**src/include/iar_pkg.sv**
```systemverilog
// Purpose: constants shared by the insulation alarm relay control block
// Assumes: 250 MHz aclk, AXI4-Lite register access with 32-bit data
// Notes:   resistance values are unsigned ohm counts
package iar_pkg;
  localparam int unsigned CLK_HZ        = 250000000;
  localparam int unsigned TICK_HZ       = 1000;
  localparam int unsigned TICK_DIV      = CLK_HZ / TICK_HZ;
  localparam int unsigned REACT_TIME_S  = 3;
  localparam logic [31:0] REACT_TICKS   = 32'(REACT_TIME_S * TICK_HZ);
  localparam int unsigned ADDR_W        = 8;
  localparam logic [7:0]  OFS_CTRL      = 8'h00;
  localparam logic [7:0]  OFS_PREV_THR  = 8'h04;
  localparam logic [7:0]  OFS_ALM_THR   = 8'h08;
  localparam logic [7:0]  OFS_DELAY     = 8'h0c;
  localparam logic [7:0]  OFS_RES       = 8'h10;
  localparam logic [7:0]  OFS_STATUS    = 8'h14;
  localparam logic [7:0]  OFS_IRQ_STAT  = 8'h18;
  localparam logic [7:0]  OFS_IRQ_MASK  = 8'h1c;
  localparam int unsigned CTRL_ACK_BIT  = 0;
  localparam int unsigned CTRL_CORR_BIT = 1;
  localparam logic [1:0]  CTRL_RESET    = 2'h1;
  localparam logic [31:0] PREV_THR_RST  = 32'h0000c350;
  localparam logic [31:0] ALM_THR_RST   = 32'h00002710;
  localparam logic [31:0] DELAY_RST     = 32'h00000001;
  localparam logic [31:0] RES_RST       = 32'hffffffff;
  localparam int unsigned EV_W          = 4;
  localparam int unsigned EV_PREV       = 0;
  localparam int unsigned EV_ALARM      = 1;
  localparam int unsigned EV_ACK        = 2;
  localparam int unsigned EV_CLEAR      = 3;
  localparam logic [1:0]  RESP_OKAY     = 2'h0;
  localparam logic [1:0]  RESP_SLVERR   = 2'h2;
  typedef enum logic [2:0] {
    ST_NORMAL = 3'h0,
    ST_DELAY  = 3'h1,
    ST_ALARM  = 3'h2,
    ST_ACKED  = 3'h3,
    ST_REACT  = 3'h4
  } iar_state_e;
endpackage

```
**src/core/iar_ctrl.sv**
```systemverilog
// Purpose: insulation alarm sequencing with relays, lamps and AXI4-Lite registers
// Assumes: resistance sample written by software, ack button synchronous and clean
// Notes:   relay outputs are active high "switched"; polarity is handled outside
// Function
// resistance below preventive threshold switches preventive relay and lights its lamp
// fault waits configured alarm delay, then alarm state, alarm relay and LED
// acknowledge disabled: button press leaves both relays switched
// fault corrected turns LED off and returns to normal monitoring
// corrected-fault enabled: alarm relay pulses 3 s when insulation recovers
// corrected-fault setting is on/off, off after reset
// corrected-fault pulse only acts while acknowledge is enabled
// acknowledge enabled: button in alarm releases both relays
// acknowledge enable setting is on/off, on after reset
// delay and pulse timed from prescaled tick; counters clear on reset
`timescale 1ns/1ns
module iar_ctrl (
  // clock and reset
  input  wire logic        aclk,
  input  wire logic        aresetn,
  // write address and data
  input  wire logic        s_axi_awvalid,
  output logic             s_axi_awready,
  input  wire logic [7:0]  s_axi_awaddr,
  input  wire logic        s_axi_wvalid,
  output logic             s_axi_wready,
  input  wire logic [31:0] s_axi_wdata,
  input  wire logic [3:0]  s_axi_wstrb,
  // write response
  output logic             s_axi_bvalid,
  input  wire logic        s_axi_bready,
  output logic [1:0]       s_axi_bresp,
  // read address and data
  input  wire logic        s_axi_arvalid,
  output logic             s_axi_arready,
  input  wire logic [7:0]  s_axi_araddr,
  output logic             s_axi_rvalid,
  input  wire logic        s_axi_rready,
  output logic [31:0]      s_axi_rdata,
  output logic [1:0]       s_axi_rresp,
  // front panel, relays and interrupt
  input  wire logic        ack_button,
  output logic             prev_relay,
  output logic             prev_lamp,
  output logic             alarm_relay,
  output logic             alarm_led,
  output logic             irq
);
  // register file state
  logic [1:0]  ctrl_reg, ctrl_next;
  logic [31:0] prev_thr_reg, prev_thr_next, alm_thr_reg, alm_thr_next;
  logic [31:0] delay_reg, delay_next, res_reg, res_next;
  logic [3:0]  ist_reg, ist_next, imask_reg, imask_next;
  logic        aw_reg, aw_next, w_reg, w_next, bv_reg, bv_next, rv_reg, rv_next;
  logic [7:0]  awa_reg, awa_next;
  logic [31:0] wd_reg, wd_next, rd_reg, rd_next;
  logic [3:0]  ws_reg, ws_next;
  logic [1:0]  br_reg, br_next, rr_reg, rr_next;
  logic        irq_reg, irq_next;
  logic        awrdy_reg, awrdy_next, wrdy_reg, wrdy_next, arrdy_reg, arrdy_next;
  // sequencer state
  iar_pkg::iar_state_e st_reg, st_next;
  logic [31:0] div_reg, div_next, cnt_reg, cnt_next;
  logic        tick_reg, tick_next;
  logic        pr_reg, pr_next, ar_reg, ar_next, led_reg, led_next;
  logic        btn_reg, btn_next;
  logic [3:0]  ev;
  logic        do_wr, rd_take, ack_en, corr_en, below_prev, below_alm, press;

  function automatic logic [31:0] merge(input logic [31:0] old, input logic [31:0] d,
                                        input logic [3:0] s);
    logic [31:0] r;
    r = old;
    for (int i = 0; i < 4; i++) begin
      if (s[i]) begin
        r[i*8 +: 8] = d[i*8 +: 8];
      end
    end
    return r;
  endfunction

  function automatic logic known(input logic [7:0] a);
    return a == iar_pkg::OFS_CTRL || a == iar_pkg::OFS_PREV_THR ||
           a == iar_pkg::OFS_ALM_THR || a == iar_pkg::OFS_DELAY ||
           a == iar_pkg::OFS_RES || a == iar_pkg::OFS_STATUS ||
           a == iar_pkg::OFS_IRQ_STAT || a == iar_pkg::OFS_IRQ_MASK;
  endfunction

  assign ack_en     = ctrl_reg[iar_pkg::CTRL_ACK_BIT];
  assign corr_en    = ctrl_reg[iar_pkg::CTRL_CORR_BIT];
  assign below_prev = res_reg < prev_thr_reg;
  assign below_alm  = res_reg < alm_thr_reg;
  assign press      = ack_button && !btn_reg;
  assign do_wr      = aw_reg && w_reg && !bv_reg;
  assign rd_take    = s_axi_arvalid && !rv_reg;

  // bus slave and registers
  always_comb begin
    aw_next = aw_reg; w_next = w_reg; bv_next = bv_reg; rv_next = rv_reg;
    awa_next = awa_reg; wd_next = wd_reg; ws_next = ws_reg;
    br_next = br_reg; rr_next = rr_reg; rd_next = rd_reg;
    ctrl_next = ctrl_reg; prev_thr_next = prev_thr_reg; alm_thr_next = alm_thr_reg;
    delay_next = delay_reg; res_next = res_reg; imask_next = imask_reg;
    ist_next = ist_reg;
    if (s_axi_awvalid && !aw_reg) begin
      aw_next = 1'b1;
      awa_next = s_axi_awaddr;
    end
    if (s_axi_wvalid && !w_reg) begin
      w_next = 1'b1;
      wd_next = s_axi_wdata;
      ws_next = s_axi_wstrb;
    end
    if (do_wr) begin
      aw_next = 1'b0;
      w_next = 1'b0;
      bv_next = 1'b1;
      br_next = known(awa_reg) ? iar_pkg::RESP_OKAY : iar_pkg::RESP_SLVERR;
      unique case (awa_reg)
        iar_pkg::OFS_CTRL:     ctrl_next = 2'(merge({30'h0, ctrl_reg},
                                                    wd_reg, ws_reg)); // see R6
        iar_pkg::OFS_PREV_THR: prev_thr_next = merge(prev_thr_reg, wd_reg, ws_reg);
        iar_pkg::OFS_ALM_THR:  alm_thr_next = merge(alm_thr_reg, wd_reg, ws_reg);
        iar_pkg::OFS_DELAY:    delay_next = merge(delay_reg, wd_reg, ws_reg);
        iar_pkg::OFS_RES:      res_next = merge(res_reg, wd_reg, ws_reg);
        iar_pkg::OFS_IRQ_MASK: imask_next = 4'(merge({28'h0, imask_reg}, wd_reg, ws_reg));
        default: ;
      endcase
    end
    if (bv_reg && s_axi_bready) begin
      bv_next = 1'b0;
    end
    if (rv_reg && s_axi_rready) begin
      rv_next = 1'b0;
    end
    if (rd_take) begin
      rv_next = 1'b1;
      rr_next = known(s_axi_araddr) ? iar_pkg::RESP_OKAY : iar_pkg::RESP_SLVERR;
      unique case (s_axi_araddr)
        iar_pkg::OFS_CTRL:     rd_next = {30'h0, ctrl_reg};
        iar_pkg::OFS_PREV_THR: rd_next = prev_thr_reg;
        iar_pkg::OFS_ALM_THR:  rd_next = alm_thr_reg;
        iar_pkg::OFS_DELAY:    rd_next = delay_reg;
        iar_pkg::OFS_RES:      rd_next = res_reg;
        iar_pkg::OFS_STATUS:   rd_next = {25'h0, st_reg, 1'b0, led_reg, ar_reg, pr_reg};
        iar_pkg::OFS_IRQ_STAT: rd_next = {28'h0, ist_reg};
        iar_pkg::OFS_IRQ_MASK: rd_next = {28'h0, imask_reg};
        default:               rd_next = 32'h0;
      endcase
      if (s_axi_araddr == iar_pkg::OFS_IRQ_STAT) begin
        ist_next = 4'h0;
      end
    end
    ist_next = ist_next | ev;
    irq_next = |(ist_next & imask_reg);
    // readies are kept in flops of their own so every output is registered
    awrdy_next = !aw_next;
    wrdy_next = !w_next;
    arrdy_next = !rv_next;
  end

  always_ff @(posedge aclk) begin
    if (!aresetn) begin
      aw_reg <= 1'b0; w_reg <= 1'b0; bv_reg <= 1'b0; rv_reg <= 1'b0;
      awa_reg <= 8'h00; wd_reg <= 32'h0; ws_reg <= 4'h0;
      br_reg <= 2'h0; rr_reg <= 2'h0; rd_reg <= 32'h0;
      ctrl_reg <= iar_pkg::CTRL_RESET; // see R6
      prev_thr_reg <= iar_pkg::PREV_THR_RST; alm_thr_reg <= iar_pkg::ALM_THR_RST;
      delay_reg <= iar_pkg::DELAY_RST; res_reg <= iar_pkg::RES_RST;
      imask_reg <= 4'h0; ist_reg <= 4'h0; irq_reg <= 1'b0;
      awrdy_reg <= 1'b1;
      wrdy_reg <= 1'b1;
      arrdy_reg <= 1'b1;
    end else begin
      aw_reg <= aw_next; w_reg <= w_next; bv_reg <= bv_next; rv_reg <= rv_next;
      awa_reg <= awa_next; wd_reg <= wd_next; ws_reg <= ws_next;
      br_reg <= br_next; rr_reg <= rr_next; rd_reg <= rd_next;
      ctrl_reg <= ctrl_next; prev_thr_reg <= prev_thr_next; alm_thr_reg <= alm_thr_next;
      delay_reg <= delay_next; res_reg <= res_next;
      imask_reg <= imask_next; ist_reg <= ist_next; irq_reg <= irq_next;
      awrdy_reg <= awrdy_next;
      wrdy_reg <= wrdy_next;
      arrdy_reg <= arrdy_next;
    end
  end

  // alarm sequencer
  always_comb begin
    st_next = st_reg; cnt_next = cnt_reg; ev = 4'h0;
    btn_next = ack_button;
    tick_next = (div_reg == iar_pkg::TICK_DIV - 1);
    div_next = tick_next ? 32'h0 : div_reg + 32'h1;
    pr_next = below_prev;
    ar_next = ar_reg; led_next = led_reg;
    ev[iar_pkg::EV_PREV] = below_prev && !pr_reg;
    unique case (st_reg)
      iar_pkg::ST_NORMAL: begin
        ar_next = 1'b0; led_next = 1'b0;
        if (below_alm) begin
          st_next = iar_pkg::ST_DELAY;
          cnt_next = 32'h0;
        end
      end
      iar_pkg::ST_DELAY: begin
        if (!below_alm) begin
          st_next = iar_pkg::ST_NORMAL;
        end else if (cnt_reg >= delay_reg) begin
          st_next = iar_pkg::ST_ALARM;
          ar_next = 1'b1; led_next = 1'b1;
          ev[iar_pkg::EV_ALARM] = 1'b1;
        end else if (tick_reg) begin
          cnt_next = cnt_reg + 32'h1;
        end
      end
      iar_pkg::ST_ALARM, iar_pkg::ST_ACKED: begin
        if (st_reg == iar_pkg::ST_ACKED) begin
          pr_next = 1'b0;
        end
        if (!below_alm) begin
          led_next = 1'b0;
          ev[iar_pkg::EV_CLEAR] = 1'b1;
          cnt_next = 32'h0;
          if (ack_en && corr_en) begin // see R5
            st_next = iar_pkg::ST_REACT;
            ar_next = 1'b1;
          end else begin
            st_next = iar_pkg::ST_NORMAL;
            ar_next = 1'b0;
          end
        end else if (press && ack_en && st_reg == iar_pkg::ST_ALARM) begin // see R8
          st_next = iar_pkg::ST_ACKED;
          ar_next = 1'b0;
          pr_next = 1'b0;
          ev[iar_pkg::EV_ACK] = 1'b1;
        end
      end
      iar_pkg::ST_REACT: begin
        if (cnt_reg >= iar_pkg::REACT_TICKS) begin
          st_next = iar_pkg::ST_NORMAL;
          ar_next = 1'b0;
        end else if (tick_reg) begin
          cnt_next = cnt_reg + 32'h1;
        end
      end
      default: begin
        st_next = iar_pkg::ST_NORMAL;
        ar_next = 1'b0; led_next = 1'b0;
      end
    endcase
  end

  always_ff @(posedge aclk) begin
    if (!aresetn) begin
      st_reg <= iar_pkg::ST_NORMAL;
      div_reg <= 32'h0; cnt_reg <= 32'h0; tick_reg <= 1'b0;
      pr_reg <= 1'b0; ar_reg <= 1'b0; led_reg <= 1'b0; btn_reg <= 1'b0;
    end else begin
      st_reg <= st_next;
      div_reg <= div_next; cnt_reg <= cnt_next; tick_reg <= tick_next;
      pr_reg <= pr_next; ar_reg <= ar_next; led_reg <= led_next; btn_reg <= btn_next;
    end
  end

  assign s_axi_awready = awrdy_reg;
  assign s_axi_wready  = wrdy_reg;
  assign s_axi_bvalid  = bv_reg;
  assign s_axi_bresp   = br_reg;
  assign s_axi_arready = arrdy_reg;
  assign s_axi_rvalid  = rv_reg;
  assign s_axi_rdata   = rd_reg;
  assign s_axi_rresp   = rr_reg;
  assign prev_relay    = pr_reg;
  assign prev_lamp     = pr_reg;
  assign alarm_relay   = ar_reg;
  assign alarm_led     = led_reg;
  assign irq           = irq_reg;

  // assertions
  a_prev_follows: assert property (@(posedge aclk) disable iff (!aresetn)
    st_reg == iar_pkg::ST_NORMAL && below_prev |=> prev_relay)
    else $error("preventive relay did not follow threshold");
  a_alarm_entry: assert property (@(posedge aclk) disable iff (!aresetn)
    $rose(alarm_led) |-> $past(st_reg) == iar_pkg::ST_DELAY && alarm_relay)
    else $error("alarm led rose outside delay expiry");
  a_noack_holds: assert property (@(posedge aclk) disable iff (!aresetn)
    st_reg == iar_pkg::ST_ALARM && !ack_en && below_alm |=> alarm_relay)
    else $error("alarm relay released without acknowledge enable");
  a_clear_led: assert property (@(posedge aclk) disable iff (!aresetn)
    (st_reg == iar_pkg::ST_ALARM || st_reg == iar_pkg::ST_ACKED) && !below_alm
    |=> !alarm_led)
    else $error("alarm led stayed on after fault cleared");
  a_react_on: assert property (@(posedge aclk) disable iff (!aresetn)
    st_reg == iar_pkg::ST_REACT |-> alarm_relay)
    else $error("relay not driven during reactivation");
  a_react_gate: assert property (@(posedge aclk) disable iff (!aresetn)
    st_next == iar_pkg::ST_REACT && st_reg != iar_pkg::ST_REACT |-> ack_en && corr_en)
    else $error("reactivation without both settings");
  a_ack_release: assert property (@(posedge aclk) disable iff (!aresetn)
    st_reg == iar_pkg::ST_ALARM && ack_en && press && below_alm
    |=> !alarm_relay && !prev_relay)
    else $error("acknowledge did not release relays");
  a_tick_period: assert property (@(posedge aclk) disable iff (!aresetn)
    tick_reg |=> !tick_reg)
    else $error("prescaler tick longer than one cycle");
  a_cnt_clear: assert property (@(posedge aclk)
    !aresetn |=> cnt_reg == 32'h0 && div_reg == 32'h0)
    else $error("counters not cleared by reset");
  a_acked_prev: assert property (@(posedge aclk) disable iff (!aresetn)
    st_reg == iar_pkg::ST_ACKED |-> !prev_relay)
    else $error("preventive relay switched while acknowledged");
  c_fault_clear: cover property (@(posedge aclk) disable iff (!aresetn)
    st_reg == iar_pkg::ST_ALARM && !below_alm);
  c_alarm: cover property (@(posedge aclk) disable iff (!aresetn) $rose(alarm_led));
  c_acked: cover property (@(posedge aclk) disable iff (!aresetn)
    st_reg == iar_pkg::ST_ACKED);
  c_react: cover property (@(posedge aclk) disable iff (!aresetn)
    st_reg == iar_pkg::ST_REACT);
endmodule

```
**config.mk**
```make
export PLATFORM = sky130hd
export DESIGN_NAME = iar_ctrl
export DESIGN_NICKNAME = d
export VERILOG_FILES = /design/src/include/iar_pkg.sv /design/src/core/iar_ctrl.sv
export SDC_FILE = /design/constraint.sdc
export NUM_CORES = 1
export LEC_CHECK = 0
export BUFFER_PORTS_ARGS = -buffer_cell sky130_fd_sc_hd__buf_2
export CELL_PAD_IN_SITES_DETAIL_PLACEMENT = 1
export CELL_PAD_IN_SITES_GLOBAL_PLACEMENT = 1
export CORE_MARGIN = 1
export CORE_UTILIZATION = 42
export DETAILED_ROUTE_END_ITERATION = 8
export PLACE_DENSITY_LB_ADDON = 0.1
export SLEW_MARGIN = 20
export SYNTH_ARGS = -nofsm -noshare
export SYNTH_HDL_FRONTEND = slang
export SYNTH_SLANG_ARGS = --single-unit
```
**constraint.sdc**
```tcl
create_clock -name aclk -period 2.9 [get_ports aclk]
set_clock_uncertainty 0.2 [all_clocks]
set_input_delay 0.29 -clock aclk [delete_from_list [all_inputs] [get_ports aclk]]
set_output_delay 0.29 -clock aclk [all_outputs]
set_load 0.03 [all_outputs]
```
Word level (Yosys, flattened, before mapping):

Cells that the tools add are included.

* bits in registers: 298
* input bits: 60
* output and inout port bits: 46
* word-level logic and storage cells: 190

* order comparisons: 4
* $add $sub $neg: 2
* bitwise gates (word level): 4
* equal/unequal tests: 28
* multiplexer cells: 46
* reduce and logical (&&, ||, !) cells: 65

Operators with widths (number)
* 32-bit case mux with 8 select lines: 1
* 32-bit two-way mux: 6
* 32-bit case mux with 4 select lines: 1
* 32-bit by 1-bit adder with 32-bit output (second input constant): 2
* 8-bit by 5-bit == test with 1-bit output (second input constant): 8
* 32-bit < comparator: 2
* 3-bit AND reduction: 18
* 32-bit by 18-bit == test with 1-bit output (second input constant): 1
* 8-bit by 4-bit == test with 1-bit output (second input constant): 4
* 32-bit by 12-bit >= comparator with 1-bit output (second input constant): 1
* 32-bit >= comparator: 1
* 1-bit two-way mux: 23
* 3-bit two-way mux: 7
* 8-bit by 3-bit == test with 1-bit output (second input constant): 2
* 8-bit zero test: 2
* 1-bit logical OR: 14
* 2-bit inequality test (second input constant): 7
* 1-bit logical AND: 12
* 3-bit case mux with 4 select lines: 1
* 4-bit AND reduction: 3
* 1-bit zero test: 9
* 4-bit two-way mux: 2
* 3-bit by 2-bit == test with 1-bit output (second input constant): 2
* 2-bit two-way mux: 3
* other kinds (12): 17

Longest topological paths before layout:

Gate-level depths: netlist of run 1.

* depth in word-level cells: 10
* gate-level depth with buffers: 12
* depth with buffers taken out: 10

Worst setup path after synthesis of run 1:

OpenSTA, ideal clock, no wires.

* kind: register -> register
* from: reg delay_reg[19]
* to: reg cnt_reg[19]
* clock period less this slack: 3127 ps
* required time: 2571 ps
* setup time: 129 ps
* path slack: -227 ps
* data arrival time: 2799 ps
* path buffers: 2
* cell stages (with the launch flop): 13
* cells stage by stage: dfxtp_1 inv_1 ha_1 a21oi_1 o21ai_0 a221o_1 a2111o_1 o31a_1 or3_1 clkbuf_1 clkbuf_1 o211ai_1 o31ai_1

* longest elaborated chain between the ends: 3

RTL lines
* from (decl): line iar_ctrl.sv:51 `logic [31:0] delay_reg, delay_next, res_reg, res_next;`
* from (signal assigned): line iar_ctrl.sv:168 `delay_reg <= iar_pkg::DELAY_RST; res_reg <= iar_pkg::RES_RST;`
* from (signal assigned): line iar_ctrl.sv:178 `delay_reg <= delay_next; res_reg <= res_next;`
* 32-bit >= comparator: line iar_ctrl.sv:206 `end else if (cnt_reg >= delay_reg) begin`
* 2-bit inequality test (no source line)
* 6-bit AND reduction (no source line)
* to (signal assigned): line iar_ctrl.sv:258 `div_reg <= div_next; cnt_reg <= cnt_next; tick_reg <= tick_next;`
* to (decl): line iar_ctrl.sv:62 `logic [31:0] div_reg, div_next, cnt_reg, cnt_next;`

No other way between the ends.
A chain may end at the register's enable or synchronous reset.

Final worst setup path of run 1:

* from: reg cnt_reg[23]
* to: reg cnt_reg[25]

* longest elaborated chain between the ends: 5
* elaborated cells on any way between the ends: 11
* those cells by class: 1 x add/sub; 2 x order compare; 2 x eq/ne; 5 x mux; 1 x reduce/logical

RTL lines
* 32-bit by 1-bit adder with 32-bit output: line iar_ctrl.sv:211, iar_ctrl.sv:241
* 32-bit two-way mux: line iar_ctrl.sv:210, iar_ctrl.sv:240
* 32-bit two-way mux: line iar_ctrl.sv:206
* 32-bit two-way mux: line iar_ctrl.sv:204 `if (!below_alm) begin`
* 32-bit case mux with 4 select lines: line iar_ctrl.sv:195 `unique case (st_reg)`

Several ways; a longest one is shown, not always the timed one. The select of a mux whose other input is x is not followed.

==> flow_summary.yaml, run 1 <==
status:
  status: "finished with violations"
  violations: "negative setup slack"
hold_path:
  whs_path_depth: 4
  hold_class: "primary input to flip-flop"
  min_to: "s_axi_rresp[1]$_SDFFE_PN0P_"
  hp-start: "s_axi_araddr[1]"
layout:
  mostFrequentLayoutCell: "dfxtp_1"
  final_cell_mix: "276 x dfxtp_1, 231 x nand2_1, 199 x buf_4"
  final_layout_size_suffix_gt1_share_pct: 24.1
  syn_to_final_growth_pct: 33.0
  final_cells: 2524
  fin_area_sq_mm: 0.0194
  fillCellCount: 3995
  nets: 2211
  fin_util_pct: 57.3
sta:
  max_slew.worst_pin.slew_ps: 1020
  hold_viol_final: 0
  drv_slew: 0
  setup_ws_ps: -258
  finalCritPeriodShare_pct: 109
  fmax_mhz: 317
  relSlewSlack_pct: 32.0
  hold_slack_ps: 88.6
  period_minus_slack_ps: 3160
  setup_viol: 31
  fin_setup_tns_ps: -4730
  rsz0062_at_grt: "true"
floorplanning:
  core-area_sq_mm: 0.0339
  ios: 106
  start_util_pct: 43.1
  die_w_um: 188
  fp.dieH_um: 188
  die_area_sq_mm: 0.0355
  num_rows: 67
drt:
  routed_wl_um: 54800
  post_drt_wl_per_cell_um: 21.7
  drt-initial-drc-count: 986
  via_per_inst: 5.77
  ant_nets: 0
  via_count: 14600
  first_pass_iters: 6
  drc_errors: 0
power_and_ir_drop:
  swShare_pct: 24.4
  clkPwrFrac_pct: 47.6
  power_leakage_nw: 8.57
  p_sw_mw: 2.24
  p_per_area_mw_per_mm2: 474
  total_power_mw: 9.19
  intPower_mw: 6.95
  power_frac_seq_pct: 46.1
  peakVddDrop_mv: 0.530
  p_comb_share_pct: 6.3
synth:
  syn_area_per_cell_sq_um: 8.38
  yosys.area_share.simple_pct: 19.8
  synth.distinct_cells: 66
  synth_mux_area_share_pct: 7.57
  async_flop_share_pct: 0
  synth_compound_area_share_pct: 16.3
  yosysSeqAreaShare_pct: 40.6
  synth_top_family_by_area: "simple AND/OR/NAND/NOR gates"
  synth_xor_xnor_area_share_pct: 1.68
  ys_ff_latch: 296
  yosys_warnings: 0
  synth-edff-count: 0
  synthAdderAreaFrac_pct: 8.32
  synth_cells: 1741
  synth_area_sq_mm: 0.0146
  synth_top_flop_cell: "dfxtp_1"
clock_network:
  clock_latency_ps: 530
  clk_path_buf_depth: 3
  cts_made_buffers: 36
  clockRootBuffer: "clkbuf_16"
  htree_num_levels: 2
  cts_sinks: 296
  cts_tree: "yes"
  clk_pin_slew_ps: 60
setup_path:
  rr_worst_depth: 9
  crit_type: "flip-flop to flip-flop"
  setup.worst_path.start: "cnt_reg[23]$_SDFFE_PN0P_"
  worstSetupEndpointType: "flip-flop"
  cp.arrival_ps: 3410
  reg2reg_from: "cnt_reg[23]$_SDFFE_PN0P_"
  r2r_setup_slack_ps: -260
  required_ps: 3150
  r2r-end: "cnt_reg[25]$_SDFFE_PN0P_"
  startpoint_type: "flip-flop"
  worstPathMaxFanout: 5
place:
  dp_hpwl_um: 37100
  dp_cells: 2387
  globalplace.congestion: 0.893
  dpl_cell_area_sq_mm: 0.0169
  post-place-ws_ps: -291
  portBuffers: 103
grt:
  grt_max_degree: 123
  grt_pass1_vias: 15200
  grt_pass1_wl_um: 83600
  antenna_found_initial: 1
  grt_overflow_total: 0
  track_usage_pct: 30.1
job:
  drv_cap: 0
[worst max-delay path, stage by stage (launching register included)]
cell and delay, ps:
dfxtp_4 360, ha_4 240, and4_4 190, a221o_1 350
a2111o_1 420, o31a_1 350, or3_4 400, buf_8 160
or3_1 340, o21ai_1 80
[worst max path at each step]
stage / endpoint / slack, ps
after floorplan: cnt_reg[21]$_SDFFE_PN0P_ / -90
after global routing: cnt_reg[25]$_SDFFE_PN0P_ / -340
after CTS: cnt_reg[25]$_SDFFE_PN0P_ / -210
after global placement: cnt_reg[25]$_SDFFE_PN0P_ / -260
final: cnt_reg[25]$_SDFFE_PN0P_ / -260
after detailed placement: cnt_reg[25]$_SDFFE_PN0P_ / -290
[per-layer routing]
layer / GRT usage (%) / wire length [um] / vias to the layer above
met2: 53.0 / 26900 / 423
met4: 13.2 / 2460 / 0
met5: 0 / 0 / -
met1: 36.1 / 22400 / 7226
met3: 4.60 / 3010 / 134
li1: - / - / 6785
[cell families after synthesis]
logic type,after synthesis
compound gates,369
xor+xnor,28
fa+ha+maj,97
buf+inv,211
flops,296
mux,109
other cells,1
simple gates,630
[timing repair]
item,CTS,global route
buffers inserted,16,9
endpoints found under the hold margin,57,0
cloned,0,3
hold buffers,50,0
pin swaps,16,26
endpoints found under the setup margin,35,43
gates resized for setup,57,77
[cell usage after synthesis, drive strengths merged (14+ instances only)]
master | n | share of area, %
a221oi | 19 | 1.1
xor2 | 21 | 1.3
inv | 116 | 3.0
o211ai | 19 | 0.98
mux2i | 107 | 7.3
clkbuf | 87 | 2.2
ha | 97 | 8.3
a21oi | 145 | 5.0
a31oi | 14 | 0.60
nand3 | 89 | 3.1
and3 | 16 | 0.69
nand2 | 235 | 6.0
a222oi | 19 | 1.3
o31ai | 14 | 0.72
nor2 | 160 | 4.1
dfxtp | 296 | 41
nand4 | 35 | 1.5
a21o | 21 | 1.1
o21ai | 60 | 2.1
[final cells by class]
| class | count | area, sq um | area share [%] |
|---|---|---|---|
| multi-input cells | 1235 | 8510 | 43.9 |
| flip-flops and latches | 296 | 5960 | 30.7 |
| repair buffers | 369 | 2810 | 14.5 |
| clock buffers | 51 | 1050 | 5.40 |
| well taps | 448 | 561 | 2.89 |
| inverters | 116 | 438 | 2.26 |
| clock inverters | 8 | 71.3 | 0.368 |
| diodes | 1 | 2.50 | 0.0129 |
[power by group through the flow]
stage	sequential [mW]	clock, mW	combinational, mW
2_1_floorplan	4.36	0	0.245
3_3_place_gp	4.32	0	0.496
5_1_grt	4.24	4.58	0.627
4_1_cts	4.23	4.43	0.562
3_5_place_dp	4.32	0	0.505
6_report	4.24	4.37	0.581
No activity file was read; power rests on OpenSTA's default activity.
==> inputs of run 2 (changes only) <==
- CORE_UTILIZATION: 42 -> 45
- clock period: 2.9 -> 3.95 ns (I/O delays scaled with it)
==> run 2 against run 1 <==
- final cell count shrank 9.2%
- critical path depth grew 2
- worst hold slack lost 65 ps
- flip-flop and latch count is the same
- first-iteration DRC count shrank 28%
- non-clock buffer count shrank 191
- die area shrank 6.6%
- clock-buffer cell count grew 6
- design area shrank 12%
- largest cell class unchanged
- the run now ends clean
- maximum frequency shrank 8.5%
- sequential share of layout area grew 3.8 points
- clock power shrank 24%
==> flow_summary.yaml, run 2 (synthesis results as in run 1) <==
floorplanning:
  die_area_sq_mm: 0.0331
  ios: 106
  die_w_um: 182
  fp.dieH_um: 182
  start_util_pct: 46.0
  core-area_sq_mm: 0.0317
  num_rows: 65
clock_network:
  clockRootBuffer: "clkbuf_16"
  postCtsSetupBuffers: 0
  htree_num_levels: 2
  cts_sinks: 296
  clock_latency_ps: 520
  clk_path_buf_depth: 3
  cts_made_buffers: 36
  cts_tree: "yes"
  ctsHoldBuffers: 47
  clk_pin_slew_ps: 60
  ctsResizeCount: 0
place:
  post-place-ws_ps: 565
  globalplace.congestion: 0.855
  dpl_cell_area_sq_mm: 0.0155
  dp_hpwl_um: 32800
  portBuffers: 103
sta:
  fmax_mhz: 290
  relSlewSlack_pct: 37.2
  finalCritPeriodShare_pct: 87.3
  rsz0062_at_grt: "false"
  period_minus_slack_ps: 3450
  hold_viol_final: 0
  max_slew.worst_pin.slew_ps: 939
  fin_setup_tns_ps: 0
  setup_ws_ps: 501
  drv_slew: 0
  setup_viol: 0
setup_path:
  crit_type: "flip-flop to flip-flop"
  startpoint_type: "flip-flop"
  worstSetupEndpointType: "flip-flop"
  cp.arrival_ps: 3640
  required_ps: 4140
  worstPathMaxFanout: 20
grt:
  track_usage_pct: 29.0
  grt_pass1_vias: 13900
  grt_max_degree: 65
  grt_overflow_total: 0
  grt_pass1_wl_um: 76100
  antenna_found_initial: 0
layout:
  mostFrequentLayoutCell: "dfxtp_1"
  fin_area_sq_mm: 0.0172
  final_layout_size_suffix_gt1_share_pct: 10.9
  nets: 2020
  final_cell_mix: "296 x dfxtp_1, 235 x nand2_1, 160 x nor2_1"
  syn_to_final_growth_pct: 17.6
  n_antenna_cell: 0
power_and_ir_drop:
  total_power_mw: 6.82
  power_leakage_nw: 7.44
  p_per_area_mw_per_mm2: 398
  p_sw_mw: 1.64
  peakVddDrop_mv: 0.335
  p_comb_share_pct: 5.8
  intPower_mw: 5.19
  clkPwrFrac_pct: 48.6
  power_frac_seq_pct: 45.6
  swShare_pct: 24.0
status:
  status: "complete, no violations"
job:
  drv_cap: 0
drt:
  via_per_inst: 5.85
  drt-initial-drc-count: 712
  drc_errors: 0
  via_count: 13400
  first_pass_iters: 8
  routed_wl_um: 47700
  post_drt_wl_per_cell_um: 20.8
  ant_nets: 0
hold_path:
  hold_class: "primary input to flip-flop"
-- run 2: changes by cell type in the layout (fill, tap and decap cells not counted), moves of 12 or more --
cell	change
a21oi_1	+16
a21oi_2	-15
buf_4	-171
dfxtp_1	+20
dfxtp_2	-18
ha_1	+14
ha_4	-14
o21ai_0	+16
o21ai_1	-12
-- run 2: critical path, cell delays in order (launching register included) --
cell      delay, ps
dfxtp_1         370
inv_1            60
ha_1            300
a21oi_1         140
o21ai_0         110
a221o_1         380
a2111o_1        460
o31a_1          290
or3_1           450
buf_4           260
o211ai_1        200
o41ai_1         100
-- run 2: per-stage QoR --
stage               util (%)  hold WS [ps]  instances
finish                  54.1          23.1       2293
global route            54.1          23.1       2293
CTS                     54.1          7.36       2293
detailed placement      48.9           240       2180
global placement        48.9           221       2180
floorplan                  -           213       1742
-- run 2: cell type report --
type	count	area, sq um
fill	3765	14600
inverter	116	438
clock inverter	9	77.6
tap	402	503
sequential	296	5930
multi-input combinational	1235	7890
clock buffer	57	1110
timing repair buffer	178	1210
-- run 2: worst paths after layout --
path / from / depth (start not counted) / slack [ps] / endpoint
worst max register to register: delay_reg[17]$_SDFFE_PN0P_ / 11 / 500 / cnt_reg[14]$_SDFFE_PN0P_
worst min-delay path: s_axi_awvalid / 3 / 20 / s_axi_awready$_SDFF_PN1_
worst min register to register: div_reg[0]$_SDFF_PP0_ / 1 / 250 / div_reg[0]$_SDFF_PP0_
worst max-delay path: delay_reg[17]$_SDFFE_PN0P_ / 11 / 500 / cnt_reg[14]$_SDFFE_PN0P_
-- run 2: power by group through the flow --
stage	Clock, mW	Combinational (mW)	Sequential [mW]
final	3.31	0.399	3.11
after detailed placement	0	0.360	3.17
after global placement	0	0.353	3.17
after global routing	3.49	0.435	3.12
after floorplan	0	0.180	3.20
after CTS	3.38	0.398	3.11
-- run 2: layer usage --
metal	vias up	global-route usage, %	share of wire [%]
met4	0	11.3	3.6
met1	6583	37.3	45
met3	89	3.17	3.9
li1	6409	-	-
met2	338	49.7	48
met5	-	0.148	0
==> inputs of run 3 (changes only) <==
- CORE_MARGIN: 1 -> 2
- PLACE_DENSITY: unset -> 0.78
- PLACE_DENSITY_LB_ADDON: 0.1 -> unset
==> run 3 against run 2 <==
- core utilization shrank 0.059 points
- die area grew 2.2%
- clock-buffer cell count shrank 3
- global-route usage shrank 0.31 points
- critical endpoint unchanged
- flip-flop and latch count is the same
==> flow_summary.yaml, run 3 (synthesis results as in run 1) <==
setup_path:
  cp_num_buf_inv: 2
  cp.arrival_ps: 3740
  slowest_delay_ps: 520
  required_ps: 4170
  worstSetupEndpointType: "flip-flop"
  path_cells: "inv_1 -> ha_1 -> a21oi_1 -> o21ai_0 -> a221o_1 -> a2111o_1 -> o31a_1 -> or3_1 -> buf_4 -> o41ai_1"
  crit_type: "flip-flop to flip-flop"
  worstPathMaxFanout: 13
  startpoint_type: "flip-flop"
  slowest_stage: "or3_1"
  crit_family: "compound AO/OA/AOI/OAI gates"
layout:
  n_antenna_cell: 0
  final_cell_mix: "296 x dfxtp_1, 235 x nand2_1, 160 x nor2_1"
  final_layout_size_suffix_gt1_share_pct: 11.0
  nets: 2022
  fin_util_pct: 54.0
  final_cells: 2292
  syn_to_final_growth_pct: 17.5
  mostFrequentLayoutCell: "dfxtp_1"
clock_network:
  cts_sinks: 296
  clockRootBuffer: "clkbuf_16"
  ctsResizeCount: 0
  cts_tree: "yes"
  ctsHoldBuffers: 47
  clock_latency_ps: 530
  htree_num_levels: 2
  clk_path_buf_depth: 3
  postCtsSetupBuffers: 0
  clk_pin_slew_ps: 60
  cts_made_buffers: 35
grt:
  track_usage_pct: 28.7
  grt_overflow_total: 0
  antenna_found_initial: 0
  grt_pass1_wl_um: 76900
  grt_max_degree: 62
  grt_pass1_vias: 13900
drt:
  via_count: 13700
  post_drt_wl_per_cell_um: 21.1
  via_per_inst: 5.96
  routed_wl_um: 48400
  ant_nets: 0
  first_pass_iters: 5
  drc_errors: 0
  drt-initial-drc-count: 1009
sta:
  fmax_mhz: 284
  max_slew.worst_pin.slew_ps: 961
  fin_setup_tns_ps: 0
  hold_slack_ps: 7.45
  hold_viol_final: 0
  finalCritPeriodShare_pct: 89.0
  drv_slew: 0
  setup_viol: 0
  relSlewSlack_pct: 35.8
  period_minus_slack_ps: 3520
  rsz0062_at_grt: "false"
power_and_ir_drop:
  peakVddDrop_mv: 0.274
  power_leakage_nw: 7.43
  total_power_mw: 6.78
  p_per_area_mw_per_mm2: 396
floorplanning:
  die_w_um: 184
  ios: 106
  die_area_sq_mm: 0.0339
  fp.dieH_um: 184
  core-area_sq_mm: 0.0317
  num_rows: 65
  start_util_pct: 46.0
place:
  globalplace.congestion: 0.890
  portBuffers: 103
  dp_hpwl_um: 32900
  dp_cells: 2183
status:
  status: "complete, no violations"
job:
  drv_cap: 0
hold_path:
  hold_class: "primary input to flip-flop"
-- run 3: tightest hold or removal path, cell delays in order --
cell and delay (ps):
buf_2 100, nor2_1 80, or3_1 120
-- run 3: worst paths after layout --
| path | from | endpoint | slack, ps | cells past startpoint |
|---|---|---|---|---|
| setup / recovery | delay_reg[17]$_SDFFE_PN0P_ | cnt_reg[14]$_SDFFE_PN0P_ | 430 | 10 |
| hold reg to reg | div_reg[0]$_SDFF_PP0_ | div_reg[0]$_SDFF_PP0_ | 240 | 1 |
| setup reg to reg | delay_reg[17]$_SDFFE_PN0P_ | cnt_reg[14]$_SDFFE_PN0P_ | 430 | 10 |
| hold / removal | s_axi_awvalid | s_axi_awready$_SDFF_PN1_ | 7 | 3 |
-- run 3: layout make-up --
type / count / area, sq um
clock inverter: 8 / 82.6
fill: 3783 / 14600
tap: 402 / 503
inverter: 116 / 438
timing repair buffer: 181 / 1220
multi-input combinational: 1235 / 7890
clock buffer: 54 / 1080
sequential: 296 / 5930
-- run 3: stage by stage --
stage                     instance area, sq um  worst slack (ps)
after floorplan                          14600               823
after global placement                   15500               491
after detailed placement                 15500               460
after CTS                                17100               446
after global routing                     17100               238
final                                    17100               434
-- run 3: per-layer routing --
metal  vias up  share of wire (%)  global-route usage, %
li1       6418                  -                      -
met1      6793                 44                   36.9
met2       348                 49                   49.8
met3        94                4.2                   3.68
met4         0                3.2                   9.50
met5         -                  0                      0
-- run 3: where the power goes --
group | leakage [nW] | total [mW] | switching [mW] | internal (mW)
Combinational | 4.46 | 0.403 | 0.261 | 0.142
Sequential | 2.40 | 3.11 | 0.0648 | 3.05
Clock | 0.572 | 3.27 | 1.32 | 1.95
Total | 7.43 | 6.78 | 1.65 | 5.14
